`src/common/ncir_consts.svh`:
```
// Register offsets, bit positions and reset values of the command and interrupt registers
`ifndef NCIR_CONSTS_SVH
`define NCIR_CONSTS_SVH

// ************************************************************
// Register offsets (byte addresses, dword access only)
// ************************************************************
`define NCIR_OFS_HOST_COMMAND     8'h00
`define NCIR_OFS_INTERRUPT_STATUS 8'h04
`define NCIR_OFS_INTERRUPT_MASK   8'h08

// ************************************************************
// Host command bit positions
// ************************************************************
`define NCIR_CMD_TX_RESTART_GO    7
`define NCIR_CMD_RX_DMA_HALT      6
`define NCIR_CMD_TX_DMA_HALT      5
`define NCIR_CMD_FRAME_COPY_DONE  4
`define NCIR_CMD_RX_DESC_PENDING  3
`define NCIR_CMD_TX_DESC_PENDING  2
`define NCIR_CMD_RECEIVER_ONLINE  1
`define NCIR_CMD_RECEIVER_OFFLINE 0

// ************************************************************
// Interrupt status bit positions
// ************************************************************
`define NCIR_ST_TARGET_ABORT      27
`define NCIR_ST_MASTER_ABORT      26
`define NCIR_ST_ADDR_PARITY       25
`define NCIR_ST_DATA_PARITY       24
`define NCIR_ST_RX_STATUS_VALID   23
`define NCIR_ST_COPY_THRESH_STATE 22
`define NCIR_ST_RX_BUFFER_EMPTY   21
`define NCIR_ST_TX_COPY_ACTIVE    20
`define NCIR_ST_RX_COPY_ACTIVE    19
`define NCIR_ST_TRANSMIT_QUIET    18
`define NCIR_ST_RECEIVE_QUIET     17
`define NCIR_ST_IRQ_PENDING_ANY   16
`define NCIR_ST_PHY_PIN_EVENT     15
`define NCIR_ST_WAKE_EVENT        14
`define NCIR_ST_BUS_ERROR_SUMMARY 12
`define NCIR_ST_TX_UNDERRUN       8
`define NCIR_ST_TX_QUEUE_EMPTY    7
`define NCIR_ST_RX_QUEUE_EMPTY    2

// ************************************************************
// Field widths and reset values
// ************************************************************
`define NCIR_LATCH_EVENTS         12
`define NCIR_MASK_BITS            16
`define NCIR_BUS_ERRORS           4
`define NCIR_RST_COMMAND          3'h0
`define NCIR_RST_MASK             16'h0000
`define NCIR_RST_EVENTS           12'h000
`define NCIR_RST_BUS_ERRORS       4'h0
`define NCIR_ZERO_WORD            32'h0000_0000

`endif

```
`src/common/ncir_pkg.sv`:
```
// Shared types of the command and interrupt register block
package ncir_pkg;

	// One register data word
	typedef logic [31:0] ncir_word_t;

	// Register selected by the access address
	typedef enum logic [1:0] {
		NCIR_SEL_NONE    = 2'b00,
		NCIR_SEL_COMMAND = 2'b01,
		NCIR_SEL_STATUS  = 2'b10,
		NCIR_SEL_MASK    = 2'b11
	} ncir_sel_t;

endpackage

```
`src/common/ncir_sync_if.sv`:
```
// Carrier between the pin synchroniser and the register block
`timescale 1ns/1ps
interface ncir_sync_if #(parameter int WIDTH = 1);
	logic [WIDTH-1:0] raw;     // Asynchronous pin levels
	logic [WIDTH-1:0] synced;  // Levels after two flip-flops
	modport sync (input raw, output synced);
	modport user (output raw, input synced);
endinterface

```
`src/rtl/ncir_regs.sv`:
```
// Host command, interrupt status and interrupt mask registers of the network controller
// Functional notes
// - Restart go pulses resume, clears underrun, reads 0
// - Rx halt pulses, clears rx pending, reads 0
// - Tx halt pulses, clears tx pending, reads 0
// - Copy-done set by host, cleared at descriptor read
// - Rx pending queues, clears rx queue-empty flag
// - Tx pending queues, clears tx queue-empty flag
// - Online/offline writes set a persisting receiver state
// - Target and master abort flags latch
// - Parity flags latch only with parity response on
// - Three read-only state flags raise no interrupt
// - Copy-active flags span copy start to posting
// - Quiet flags show network and DMA idle
// - Pending-any shows unmasked set status bits
// - Phy pin event latches while pin low
// - Wake event clears only from power control write
// - Bus error summary ORs four error flags
// - Threshold, early receive and counter flags latch
// - Underrun flag; manual clears leave command bits
// - Three transmit event flags latch
// - Five receive event flags latch
// - Mask bits 15..0 gate interrupts, reset zero
// - Enabled unmasked status drives interrupt low
`timescale 1ns/1ps
`include "ncir_consts.svh"
module ncir_regs
	import ncir_pkg::*;
(
	// Clock and reset
	input  wire logic        clk,
	input  wire logic        sys_rst,
	// Register access port
	input  wire logic [7:0]  regAddr,
	input  wire logic        regWr,
	input  wire logic        regRd,
	input  wire logic [31:0] regWdata,
	output logic [31:0]      regRdata,
	// Mode inputs from configuration and general control
	input  wire logic        regTestMode,
	input  wire logic        intEnable,
	input  wire logic        parityRespEn,
	input  wire logic        monitorMode,
	// Descriptor fetch events from the DMA engines
	input  wire logic        rxDescRead,
	input  wire logic        rxDescHostOwned,
	input  wire logic        txDescHostOwned,
	// Bus error events
	input  wire logic        evTargetAbort,
	input  wire logic        evMasterAbort,
	input  wire logic        evAddrParity,
	input  wire logic        evDataParity,
	input  wire logic        busMaster,
	// Receive and transmit state levels
	input  wire logic        rxStatusValid,
	input  wire logic        copyThreshState,
	input  wire logic        rxBufferEmpty,
	input  wire logic        transmit_quiet,
	input  wire logic        receive_quiet,
	// Copy progress pulses
	input  wire logic        txCopyStart,
	input  wire logic        txCopyPosted,
	input  wire logic        rxCopyStart,
	input  wire logic        rxCopyPosted,
	// Power management events
	input  wire logic        wakeSet,
	input  wire logic        wakeClear,
	// General purpose pin 2, asynchronous
	input  wire logic        gpio2Pin,
	// Latched event pulses
	input  wire logic        evCopyThresh,
	input  wire logic        evEarlyRx,
	input  wire logic        evCounterNear,
	input  wire logic        evTxUnderrun,
	input  wire logic        evTxChainDone,
	input  wire logic        evTxFrameDone,
	input  wire logic        evRxCrc,
	input  wire logic        evOverflow,
	input  wire logic        evHeaderCopy,
	input  wire logic        evRxCopy,
	// Command outputs to DMA and MAC
	output logic             transmitRestart,
	output logic             rxDmaHalt,
	output logic             txDmaHalt,
	output logic             frameCopyDone,
	output logic             rxDescPending,
	output logic             txDescPending,
	output logic             receiverOnline,
	// Interrupt line, open drain, active low
	output logic             intaOut,
	output logic             intaOe_n
);

	// ************************************************************
	// Declarations
	// ************************************************************
	ncir_sel_t              regSel;        // Decoded register
	logic                   cmdWr;         // Write to host command
	logic                   stWr;          // Write to interrupt status
	logic                   maskWr;        // Write to interrupt mask
	logic [15:0]            intMask;       // Interrupt enables
	logic [3:0]             busErr;        // Abort and parity flags 27..24
	logic [11:0]            evFlags;       // Latched event flags 11..0
	logic                   phyPinEvent;   // Latched pin event
	logic                   wakeEvent;     // Power management event
	logic                   txCopyActive;  // Transmit copy in progress
	logic                   rxCopyActive;  // Receive copy in progress
	logic [3:0]             busErrSet;     // Bus error set terms
	logic [11:0]            evSet;         // Event set terms
	logic [11:0]            evClr;         // Event clear terms
	logic [11:0]            next_evFlags;  // Event flags next value
	logic                   busErrorSummary;
	logic [15:0]            statusLow;     // Maskable status bits
	logic                   irqPendingAny;
	logic                   gpio2Low;      // Synchronised pin is low
	ncir_word_t             cmdRead;       // Host command read view
	ncir_word_t             statusRead;    // Interrupt status read view
	ncir_word_t             maskRead;      // Interrupt mask read view
	ncir_word_t             next_regRdata; // Selected read data
	logic                   restartWr;     // One written to restart go
	logic                   rxHaltWr;      // One written to rx halt
	logic                   txHaltWr;      // One written to tx halt
	logic                   rxQueueWr;     // One written to rx pending
	logic                   txQueueWr;     // One written to tx pending

	// ************************************************************
	// Pin synchroniser
	// ************************************************************
	ncir_sync_if #(.WIDTH(1)) pinIf ();
	assign pinIf.raw = gpio2Pin;

	ncir_sync #(.WIDTH(1)) u_pinSync (
		.clk     (clk),
		.sys_rst (sys_rst),
		.port    (pinIf.sync)
	);

	assign gpio2Low = ~pinIf.synced[0];

	// ************************************************************
	// Address decode
	// ************************************************************
	assign regSel = (regAddr == `NCIR_OFS_HOST_COMMAND)     ? NCIR_SEL_COMMAND :
	                (regAddr == `NCIR_OFS_INTERRUPT_STATUS) ? NCIR_SEL_STATUS  :
	                (regAddr == `NCIR_OFS_INTERRUPT_MASK)   ? NCIR_SEL_MASK    :
	                                                          NCIR_SEL_NONE;
	assign cmdWr  = regWr && (regSel == NCIR_SEL_COMMAND);
	assign stWr   = regWr && (regSel == NCIR_SEL_STATUS);
	assign maskWr = regWr && (regSel == NCIR_SEL_MASK);

	// Command bits written with one (upper bits ignored)
	assign restartWr = cmdWr && regWdata[`NCIR_CMD_TX_RESTART_GO];
	assign rxHaltWr  = cmdWr && regWdata[`NCIR_CMD_RX_DMA_HALT];
	assign txHaltWr  = cmdWr && regWdata[`NCIR_CMD_TX_DMA_HALT];
	assign rxQueueWr = cmdWr && regWdata[`NCIR_CMD_RX_DESC_PENDING];
	assign txQueueWr = cmdWr && regWdata[`NCIR_CMD_TX_DESC_PENDING];

	// ************************************************************
	// Host command one-shot outputs, one cycle after the write
	// ************************************************************
	always_ff @(posedge clk) begin
		if (sys_rst) begin
			transmitRestart <= 1'b0;
			rxDmaHalt       <= 1'b0;
			txDmaHalt       <= 1'b0;
		end else begin
			transmitRestart <= restartWr;
			rxDmaHalt       <= rxHaltWr;
			txDmaHalt       <= txHaltWr;
		end
	end

	// ************************************************************
	// Frame copy done: host sets, descriptor read clears
	// ************************************************************
	always_ff @(posedge clk) begin
		if (sys_rst) begin
			frameCopyDone <= 1'b0;
		end else if (cmdWr && regWdata[`NCIR_CMD_FRAME_COPY_DONE]) begin
			frameCopyDone <= 1'b1;
		end else if (rxDescRead || (cmdWr && regTestMode)) begin
			frameCopyDone <= 1'b0;
		end
	end

	// ************************************************************
	// Descriptor pending bits: host sets, fetch or halt clears
	// ************************************************************
	always_ff @(posedge clk) begin
		if (sys_rst) begin
			rxDescPending <= 1'b0;
			txDescPending <= 1'b0;
		end else begin
			// Receive side
			if (rxQueueWr) begin
				rxDescPending <= 1'b1;
			end else if (rxHaltWr || rxDescHostOwned || (cmdWr && regTestMode)) begin
				rxDescPending <= 1'b0;
			end
			// Transmit side
			if (txQueueWr) begin
				txDescPending <= 1'b1;
			end else if (txHaltWr || txDescHostOwned || (cmdWr && regTestMode)) begin
				txDescPending <= 1'b0;
			end
		end
	end

	// ************************************************************
	// Receiver online state, offline wins if both written
	// ************************************************************
	always_ff @(posedge clk) begin
		if (sys_rst) begin
			receiverOnline <= 1'b0;
		end else if (cmdWr && regWdata[`NCIR_CMD_RECEIVER_OFFLINE]) begin
			receiverOnline <= 1'b0;
		end else if (cmdWr && regWdata[`NCIR_CMD_RECEIVER_ONLINE]) begin
			receiverOnline <= 1'b1;
		end
	end

	// ************************************************************
	// Interrupt mask, low sixteen bits only
	// ************************************************************
	always_ff @(posedge clk) begin
		if (sys_rst) begin
			intMask <= `NCIR_RST_MASK;
		end else if (maskWr) begin
			intMask <= regWdata[`NCIR_MASK_BITS-1:0];
		end
	end

	// ************************************************************
	// Bus error flags: set wins over write-one clear
	// ************************************************************
	assign busErrSet = {evTargetAbort,
	                    evMasterAbort,
	                    evAddrParity && !busMaster && parityRespEn,
	                    evDataParity && busMaster && parityRespEn};

	always_ff @(posedge clk) begin
		if (sys_rst) begin
			busErr <= `NCIR_RST_BUS_ERRORS;
		end else begin
			busErr <= busErrSet | (busErr & ~({`NCIR_BUS_ERRORS{stWr}} &
			          regWdata[`NCIR_ST_TARGET_ABORT:`NCIR_ST_DATA_PARITY]));
		end
	end

	// ************************************************************
	// Latched event flags 11..0
	// ************************************************************
	assign evSet = {evCopyThresh,
	                evEarlyRx,
	                evCounterNear,
	                evTxUnderrun,
	                txDescHostOwned,
	                evTxChainDone,
	                evTxFrameDone,
	                evRxCrc && !monitorMode,
	                evOverflow,
	                rxDescHostOwned,
	                evHeaderCopy,
	                evRxCopy};

	// Automatic clears from command writes, bit 12 position is not a flag here
	always_comb begin
		evClr = {`NCIR_LATCH_EVENTS{stWr}} & regWdata[`NCIR_LATCH_EVENTS-1:0];
		evClr[`NCIR_ST_TX_UNDERRUN]    = evClr[`NCIR_ST_TX_UNDERRUN] | restartWr;
		evClr[`NCIR_ST_TX_QUEUE_EMPTY] = evClr[`NCIR_ST_TX_QUEUE_EMPTY] | txQueueWr;
		evClr[`NCIR_ST_RX_QUEUE_EMPTY] = evClr[`NCIR_ST_RX_QUEUE_EMPTY] | rxQueueWr;
		next_evFlags = evSet | (evFlags & ~evClr);
	end

	always_ff @(posedge clk) begin
		if (sys_rst) begin
			evFlags <= `NCIR_RST_EVENTS;
		end else begin
			evFlags <= next_evFlags;
		end
	end

	// ************************************************************
	// Pin event and wake event
	// ************************************************************
	always_ff @(posedge clk) begin
		if (sys_rst) begin
			phyPinEvent <= 1'b0;
			wakeEvent   <= 1'b0;
		end else begin
			// Held set while the pin stays low
			if (gpio2Low) begin
				phyPinEvent <= 1'b1;
			end else if (stWr && regWdata[`NCIR_ST_PHY_PIN_EVENT]) begin
				phyPinEvent <= 1'b0;
			end
			// Status writes never touch the wake event
			if (wakeSet) begin
				wakeEvent <= 1'b1;
			end else if (wakeClear) begin
				wakeEvent <= 1'b0;
			end
		end
	end

	// ************************************************************
	// Copy in progress flags
	// ************************************************************
	always_ff @(posedge clk) begin
		if (sys_rst) begin
			txCopyActive <= 1'b0;
			rxCopyActive <= 1'b0;
		end else begin
			if (txCopyStart) begin
				txCopyActive <= 1'b1;
			end else if (txCopyPosted) begin
				txCopyActive <= 1'b0;
			end
			if (rxCopyStart) begin
				rxCopyActive <= 1'b1;
			end else if (rxCopyPosted) begin
				rxCopyActive <= 1'b0;
			end
		end
	end

	// ************************************************************
	// Status summary and interrupt request
	// ************************************************************
	assign busErrorSummary = |busErr;
	assign statusLow = {phyPinEvent, wakeEvent, 1'b0, busErrorSummary, evFlags};
	assign irqPendingAny = |(statusLow & intMask);

	// Open drain line: drive low while enabled and pending
	always_ff @(posedge clk) begin
		if (sys_rst) begin
			intaOe_n <= 1'b1;
		end else begin
			intaOe_n <= ~(intEnable && irqPendingAny);
		end
	end
	assign intaOut = 1'b0;

	// ************************************************************
	// Read views and read data register
	// ************************************************************
	assign cmdRead = {24'h00_0000, 3'h0, frameCopyDone, rxDescPending, txDescPending,
	                  receiverOnline, 1'b0};
	assign statusRead = {4'h0, busErr,
	                     rxStatusValid, copyThreshState, rxBufferEmpty,
	                     txCopyActive, rxCopyActive,
	                     transmit_quiet, receive_quiet,
	                     irqPendingAny, statusLow};
	assign maskRead = {16'h0000, intMask};

	always_comb begin
		case (regSel)
			NCIR_SEL_COMMAND: next_regRdata = cmdRead;
			NCIR_SEL_STATUS:  next_regRdata = statusRead;
			NCIR_SEL_MASK:    next_regRdata = maskRead;
			default:          next_regRdata = `NCIR_ZERO_WORD;
		endcase
	end

	always_ff @(posedge clk) begin
		if (sys_rst) begin
			regRdata <= `NCIR_ZERO_WORD;
		end else if (regRd) begin
			regRdata <= next_regRdata;
		end
	end

endmodule

```
`src/rtl/ncir_sync.sv`:
```
// Two flip-flop synchroniser for asynchronous pin levels
`timescale 1ns/1ps
module ncir_sync #(
	parameter int WIDTH = 1
) (
	// Clock and reset
	input wire logic  clk,
	input wire logic  sys_rst,
	// Pin levels in, synchronised levels out
	ncir_sync_if.sync port
);

	// First stage, read only by the second stage
	logic [WIDTH-1:0] stage1;
	// Second stage, safe to use
	logic [WIDTH-1:0] stage2;

	// ************************************************************
	// Synchroniser chain, resets to high (idle pin level)
	// ************************************************************
	always_ff @(posedge clk) begin
		if (sys_rst) begin
			stage1 <= '1;
			stage2 <= '1;
		end else begin
			stage1 <= port.raw;
			stage2 <= stage1;
		end
	end

	assign port.synced = stage2;

endmodule

```
`config.mk`:
```
export PLATFORM = sky130hd
export DESIGN_NAME = ncir_regs
export DESIGN_NICKNAME = d
export VERILOG_FILES = /design/src/common/ncir_pkg.sv /design/src/common/ncir_sync_if.sv /design/src/rtl/ncir_regs.sv /design/src/rtl/ncir_sync.sv
export VERILOG_INCLUDE_DIRS = /design/src /design/src/common
export SDC_FILE = /design/constraint.sdc
export NUM_CORES = 1
export LEC_CHECK = 0
export BUFFER_PORTS_ARGS = -buffer_cell sky130_fd_sc_hd__buf_4
export CORE_MARGIN = 1
export CORE_UTILIZATION = 36
export DETAILED_ROUTE_END_ITERATION = 8
export GPL_ROUTABILITY_DRIVEN = 1
export PLACE_DENSITY_LB_ADDON = 0.1
export SLEW_MARGIN = 20
export SYNTH_ARGS = -nofsm -noshare
export SYNTH_HDL_FRONTEND = slang
export SYNTH_HIERARCHICAL = 1
export SYNTH_SLANG_ARGS = --single-unit
```
`constraint.sdc`:
```
create_clock -name clk -period 2.8 [get_ports clk]
set_input_delay 0.28 -clock clk [delete_from_list [all_inputs] [get_ports clk]]
set_output_delay 0.28 -clock clk [all_outputs]
set_load 0.03 [all_outputs]
```
### Word level (Yosys, flattened, before mapping)

Index checks and enable logic that the tools add are counted.

* register bits after elaboration: 78
* bits of input ports: 78
* logic and storage cells: 91

* equality and inequality tests: 6
* mux-type cells: 18
* bitwise operators: 13
* reductions and logical operators: 36

Operators with widths (number)
* $pmux 28 s3: 1
* $and 12x12->12: 2
* $logic_and 1x1->1: 19
* $and 16x16->16: 1
* $reduce_or 16->1: 1
* $mux 1: 14
* $not 12->12: 1
* $or 12x12->12: 1
* $reduce_bool 2->1: 6
* $and 4x4->4: 2
* $eq 8x3->1 const B: 1
* $eq 8x4->1 const B: 1
* $logic_not 8->1: 1
* $mux 2: 3
* $logic_or 1x1->1: 5
* $eq 2x2->1 const B: 2
* $not 4->4: 1
* $or 4x4->4: 1
* $reduce_or 4->1: 1
* $or 1x1->1: 3
* $eq 2x1->1 const B: 1
* $logic_not 1->1: 2
* $ne 2x2->1 const B: 1
* $reduce_or 2->1: 1
* $not 1->1: 1

### Depth between registers and ports, before layout

* depth in word-level cells: 11
* gate-level depth with buffers: 6
* depth with buffers taken out: 4

### Cells and area by module

The synthesis kept the hierarchy.

Modules (own cells, without submodules)
* ncir_regs: instances 1, cells an instance 353, area each 3076.7 um^2, seq. area each 1441.4 um^2
* ncir_sync: instances 1, cells an instance 4, area each 52.6 um^2, seq. area each 40.0 um^2

### Worst setup path before layout

No wires, ideal clock.

* kind: input -> register
* from: input regAddr[1]
* to: register busErr[3]
* library setup time: 0.132 ns
* data arrival time: 1.224 ns
* data required time: 2.668 ns
* setup slack: 1.444 ns
* stages: 5
* path buffers: 1
* cells stage by stage: nor4_4 -> nand4_1 -> clkbuf_1 -> o21ai_0 -> a21oi_1

* longest elaborated chain between the ends: 10
* elaborated cells between the ends (all ways): 12
* classes of those cells: 3 x eq/ne; 3 x mux; 4 x bitwise; 2 x reduce/logical

Ends and longest elaborated chain
* start, declared: RTL line ncir_regs.sv:34 `input wire logic [7:0] regAddr,`
* $eq 8x4->1 (no source line)
* $mux 2: RTL line ncir_regs.sv:145 `` (regAddr == `NCIR_OFS_INTERRUPT_MASK) ? NCIR_SEL_MASK : ``
* $mux 2: RTL line ncir_regs.sv:144 `` (regAddr == `NCIR_OFS_INTERRUPT_STATUS) ? NCIR_SEL_STATUS : ``
* $mux 2 (*): RTL line ncir_regs.sv:143 `` assign regSel = (regAddr == `NCIR_OFS_HOST_COMMAND) ? NCIR_SEL_COMMAND : ``
* $eq 2x2->1 (*): RTL line ncir_regs.sv:148 `assign stWr = regWr && (regSel == NCIR_SEL_STATUS);`
* $logic_and 1x1->1 (*): RTL line ncir_regs.sv:148
* $and 4x4->4 (*): RTL line ncir_regs.sv:245 `` busErr <= busErrSet | (busErr & ~({`NCIR_BUS_ERRORS{stWr}} & ``
* $not 4->4 (*): RTL line ncir_regs.sv:245
* $and 4x4->4 (*): RTL line ncir_regs.sv:245
* $or 4x4->4 (*): RTL line ncir_regs.sv:245
* end signal, assigned: RTL line ncir_regs.sv:243 `` busErr <= `NCIR_RST_BUS_ERRORS; ``
* end signal, assigned: RTL line ncir_regs.sv:245
* end, declared: RTL line ncir_regs.sv:102 `logic [3:0] busErr;`

Mark *: on every way between the ends. The rest lies on a longest branch, timed or not.
A chain may end at the register's enable or synchronous reset.

### Worst setup path after layout

* from: input regAddr[1]
* to: register evFlags[9]

* longest elaborated chain between the ends: 10
* elaborated cells between the ends (all ways): 12
* classes of those cells: 3 x eq/ne; 3 x mux; 4 x bitwise; 2 x reduce/logical

Ends and longest elaborated chain
* $eq 8x4->1 (no source line)
* $mux 2: RTL line ncir_regs.sv:145
* $mux 2: RTL line ncir_regs.sv:144
* $mux 2 (*): RTL line ncir_regs.sv:143
* $eq 2x2->1 (*): RTL line ncir_regs.sv:148
* $logic_and 1x1->1 (*): RTL line ncir_regs.sv:148
* $and 12x12->12 (*): RTL line ncir_regs.sv:268 `` evClr = {`NCIR_LATCH_EVENTS{stWr}} & regWdata[`NCIR_LATCH_EVENTS-1:0]; ``
* $not 12->12 (*): RTL line ncir_regs.sv:272 `next_evFlags = evSet | (evFlags & ~evClr);`
* $and 12x12->12 (*): RTL line ncir_regs.sv:272
* $or 12x12->12 (*): RTL line ncir_regs.sv:272
* end signal, assigned: RTL line ncir_regs.sv:277 `` evFlags <= `NCIR_RST_EVENTS; ``
* end signal, assigned: RTL line ncir_regs.sv:279 `evFlags <= next_evFlags;`
* end, declared: RTL line ncir_regs.sv:103 `logic [11:0] evFlags;`

Marks and branches as above.

==> summary.md <==
| Metric | Value |
|---|---|
| Status | `finished, final reports clean` |
| Remaining Overflow, GRT | `0` |
| Final antenna-violating net count | `0` |
| Resize count post-CTS | `0` |
| Number of enable flip-flop cells after synthesis | `0` |
| Post-CTS Hold Fix Bufs | `0` |
| Fmax achieved | `about 600 MHz` |
| Initial DRC Count | `111` |
| Port bufs | `between 100 and 150` |
| Post-Syn Area | `around 3100 um2` |
| Buffers and inverters on the worst path | `1` |
| Share of cells above drive strength 1 | `0.2741` |
| Initial core utilization | `0.3771` |
| Pleak | `roughly 1.9 nW` |
| Main synth FF type | `dfxtp_1` |
| Inserted Clock Buffers | `9` |
| Dpl hpwl | `5873 um` |
| R2R setup slack | `roughly 1.3 ns` |
| Fillers | `between 800 and 900` |
| Period utilization | `0.5901` |
| Synth Area in Adders | `0` |
| Clock Sinks | `74` |
| WP depth | `5` |
| Final Cell Area | `just over 4000 um2` |
| Fin. Hold Viols | `0` |
| Placed inst area | `between 3000 and 4000 um2` |
| Worst r2r path cells | `3` |
| Mux cell area share after synthesis | `0.07357` |
| Finished Layout Cells | `561` |
| Worst slack, placed | `between 0.7 and 0.8 ns` |
| Antenna violations before repair | `0` |
| Met1 Use GR | `0.2607` |
| Placed insts | `roughly 550` |
| Ys Warns | `6` |
| Final setup fails | `0` |
| Final worst slack | `between 1 and 1.5 ns` |
| Hold Startpoint | `gpio2Pin` |
| GRT Max-Usage Layer | `met2` |
| Top cell type's share of synthesized area | `0.4734` |
| Overall power | `2.203 mW` |
| Met3 track demand over resource | `0.04386` |
| Critical R2R Capture | `regRdata[16]$_SDFFE_PP0P_` |
| Global-route wire length before repair | `~13,000 um` |
| Reg2reg start | `busErr[1]$_SDFF_PP0_` |
| FF+latch count, synth | `between 70 and 80` |
| Area Overhead vs Synth | `32.31%` |
| Worst setup startpoint | `regAddr[1]` |
| Seq/Total Area, Yosys | `0.4734` |
| CTS tree | `built` |
| Largest net degree at the start of global routing | `38` |
| Crit path launch type | `input port` |
| Reg clk slew, reported paths | `about 0.080 ns` |
| Final Util | `0.4989` |
| Post-synth cell types | `36` |
| Root Buffer | `clkbuf_8` |
| Vias in the first global route | `around 2,500` |
| Final min period | `1.652 ns` |
| CP endpoint kind | `register` |
| # diodes | `0` |
| Slew HR | `0.5514` |
| Hold WC Path Type | `in2reg` |
| Post-synthesis compound-gate area fraction | `0.1799` |
| FFs w/ async S/R, synth | `0` |
| Largest family of logic cells by synthesized area | `simple AND/OR/NAND/NOR gates` |
| Routed len/inst | `14.74 um` |
| First-pass iteration count of the detailed router | `4` |
| Power per cell area | `~530 nW/um2` |
| CP cell instances | `buf_4 > nor4_4 > nand4_1 > o21ai_0 > a21oi_1` |
| Post-Synth Simple-Gate Area | `0.1903` |
| Slowest-stage cell, CP | `nand4_1` |
| Post-Syn Area per Cell | `around 8.8 um2` |
| NumNets Final | `between 500 and 600` |
| Routed Wire Length | `between 8000 and 9000 um` |
| Commonest cells after routing, fill and taps aside | `buf_4 (104), dfxtp_1 (74), a21oi_1 (44)` |
| Top delay family on crit path | `simple AND/OR/NAND/NOR gates` |
| Max-slew violation count | `0` |
| CP required | `about 3.0 ns` |
| Clock skew | `approximately 0.004 ns` |
| Clock buffer depth | `2` |
| Max IR drop VDD | `about 0.23 mV` |
| Core Region | `8299 um2` |
| # rows | `33` |
| Die area | `9069 um2` |
| Num ports | `119` |
| RD Place Congestion | `0.7665` |
| Vias/cell | `4.957` |
| Hold_ws | `approximately 0.1 ns` |
| Die X | `around 95 um` |
| Die height | `95.23 um` |
| Via count | `~2,800` |
| Total GRT Usage | `0.1896` |
| Critical path fanouts, max | `14` |
| Sum Neg Setup Slack | `0 ns` |
| Met2 Use GR | `0.2899` |
| Syn Inst Count | `approximately 360` |
| Max-cap violations | `0` |
| Drt drc | `0` |
| Clk_lat worst skew | `0.35 ns` |
| CTS H-tree depth | `3` |
| Crit path to | `evFlags[9]$_SDFF_PP0_` |
| Synth area leaders | `dfxtp_1 (47%), mux2i_1 (7.4%), a21oi_1 (7.0%), a22o_1 (4.5%), nor2_1 (4.3%)` |
| Post-CTS Setup Bufs | `0` |
| Critical Path Max Stage Delay | `a little over 0.6 ns` |
| Most common cell after layout, fill and taps aside | `buf_4` |
| Worst Tran Pin Value | `0.6709 ns` |
| Largest area contributor in the netlist | `dfxtp_1` |
| Worst setup path class | `in2reg` |
| Worst Path Arrival | `around 1.9 ns` |
| RSZ-0062 raised after global routing | `no` |
| Post-Synth XOR/XNOR Area | `0` |
-- synth_stat cells (all sizes together) (4+ instances only) --
library cell	count
nor2	36
nor2b	15
nand2b	13
or2	5
dfxtp	74
clkbuf	10
o21ai	19
a22oi	5
inv	32
nand3	13
nor4	6
buf	15
a21oi	44
nand2	8
mux2i	23
and3	4
a22o	16
-- final cells by class --
class                      count  area, um2  share of cell area
timing repair buffer         104      780.7              0.1886
multi-input combinational    230       1408              0.3400
sequential                    74       1481              0.3578
tap                          105      131.4             0.03173
clock inverter                 5      77.57             0.01874
inverter                      32      120.1             0.02901
clock buffer                  11      141.4             0.03415
-- registers in the layout (all words and copies together) (netlist names), 4 cells and up --
| signal | flops |
|---|---|
| evFlags | 12 |
| busErr | 4 |
| intMask | 16 |
| regRdata | 28 |
-- power by group --
part           total (mW)  leakage [nW]  internal, mW  switching [mW]
Sequential           1.09         0.602          1.07          0.0157
Combinational       0.190          1.23        0.0924          0.0972
Clock               0.925         0.109         0.523           0.402
Total                2.20          1.94          1.69           0.514
-- worst register-to-register path, stage by stage, from the launching register on --
cell and delay [ns]:
dfxtp_1 0.33, nor4_1 0.55, o2111ai_1 0.21, o221a_2 0.28
-- how the worst min path moves through the flow --
| stage | end | cells past startpoint | slack (ns) |
|---|---|---|---|
| floorplan | receiverOnline$_SDFFE_PP0P_ | 1 | 0.38 |
| global placement | u_pinSync/port.synced$_SDFF_PP1_ | 1 | 0.39 |
| detailed placement | u_pinSync/port.synced$_SDFF_PP1_ | 1 | 0.39 |
| CTS | u_pinSync/stage1$_SDFF_PP1_ | 2 | 0.1 |
| global route | u_pinSync/stage1$_SDFF_PP1_ | 2 | 0.1 |
| finish | u_pinSync/stage1$_SDFF_PP1_ | 2 | 0.10 |
-- cell families (layout without fill, tap and decap cells) --
| logic type | after synthesis | after routing |
|---|---|---|
| compound gates | 92 | 92 |
| other cells | 1 | 5 |
| simple gates | 110 | 110 |
| buf+inv | 57 | 152 |
| flops | 74 | 74 |
| mux | 23 | 23 |
-- metal layers --
layer / vias up / wire length (um)
met1: 1285 / 3880
met5: - / 0
met3: 14 / 446
li1: 1400 / -
met4: 0 / 111
met2: 82 / 3830
Note: power is estimated with default switching activity, not from simulation.
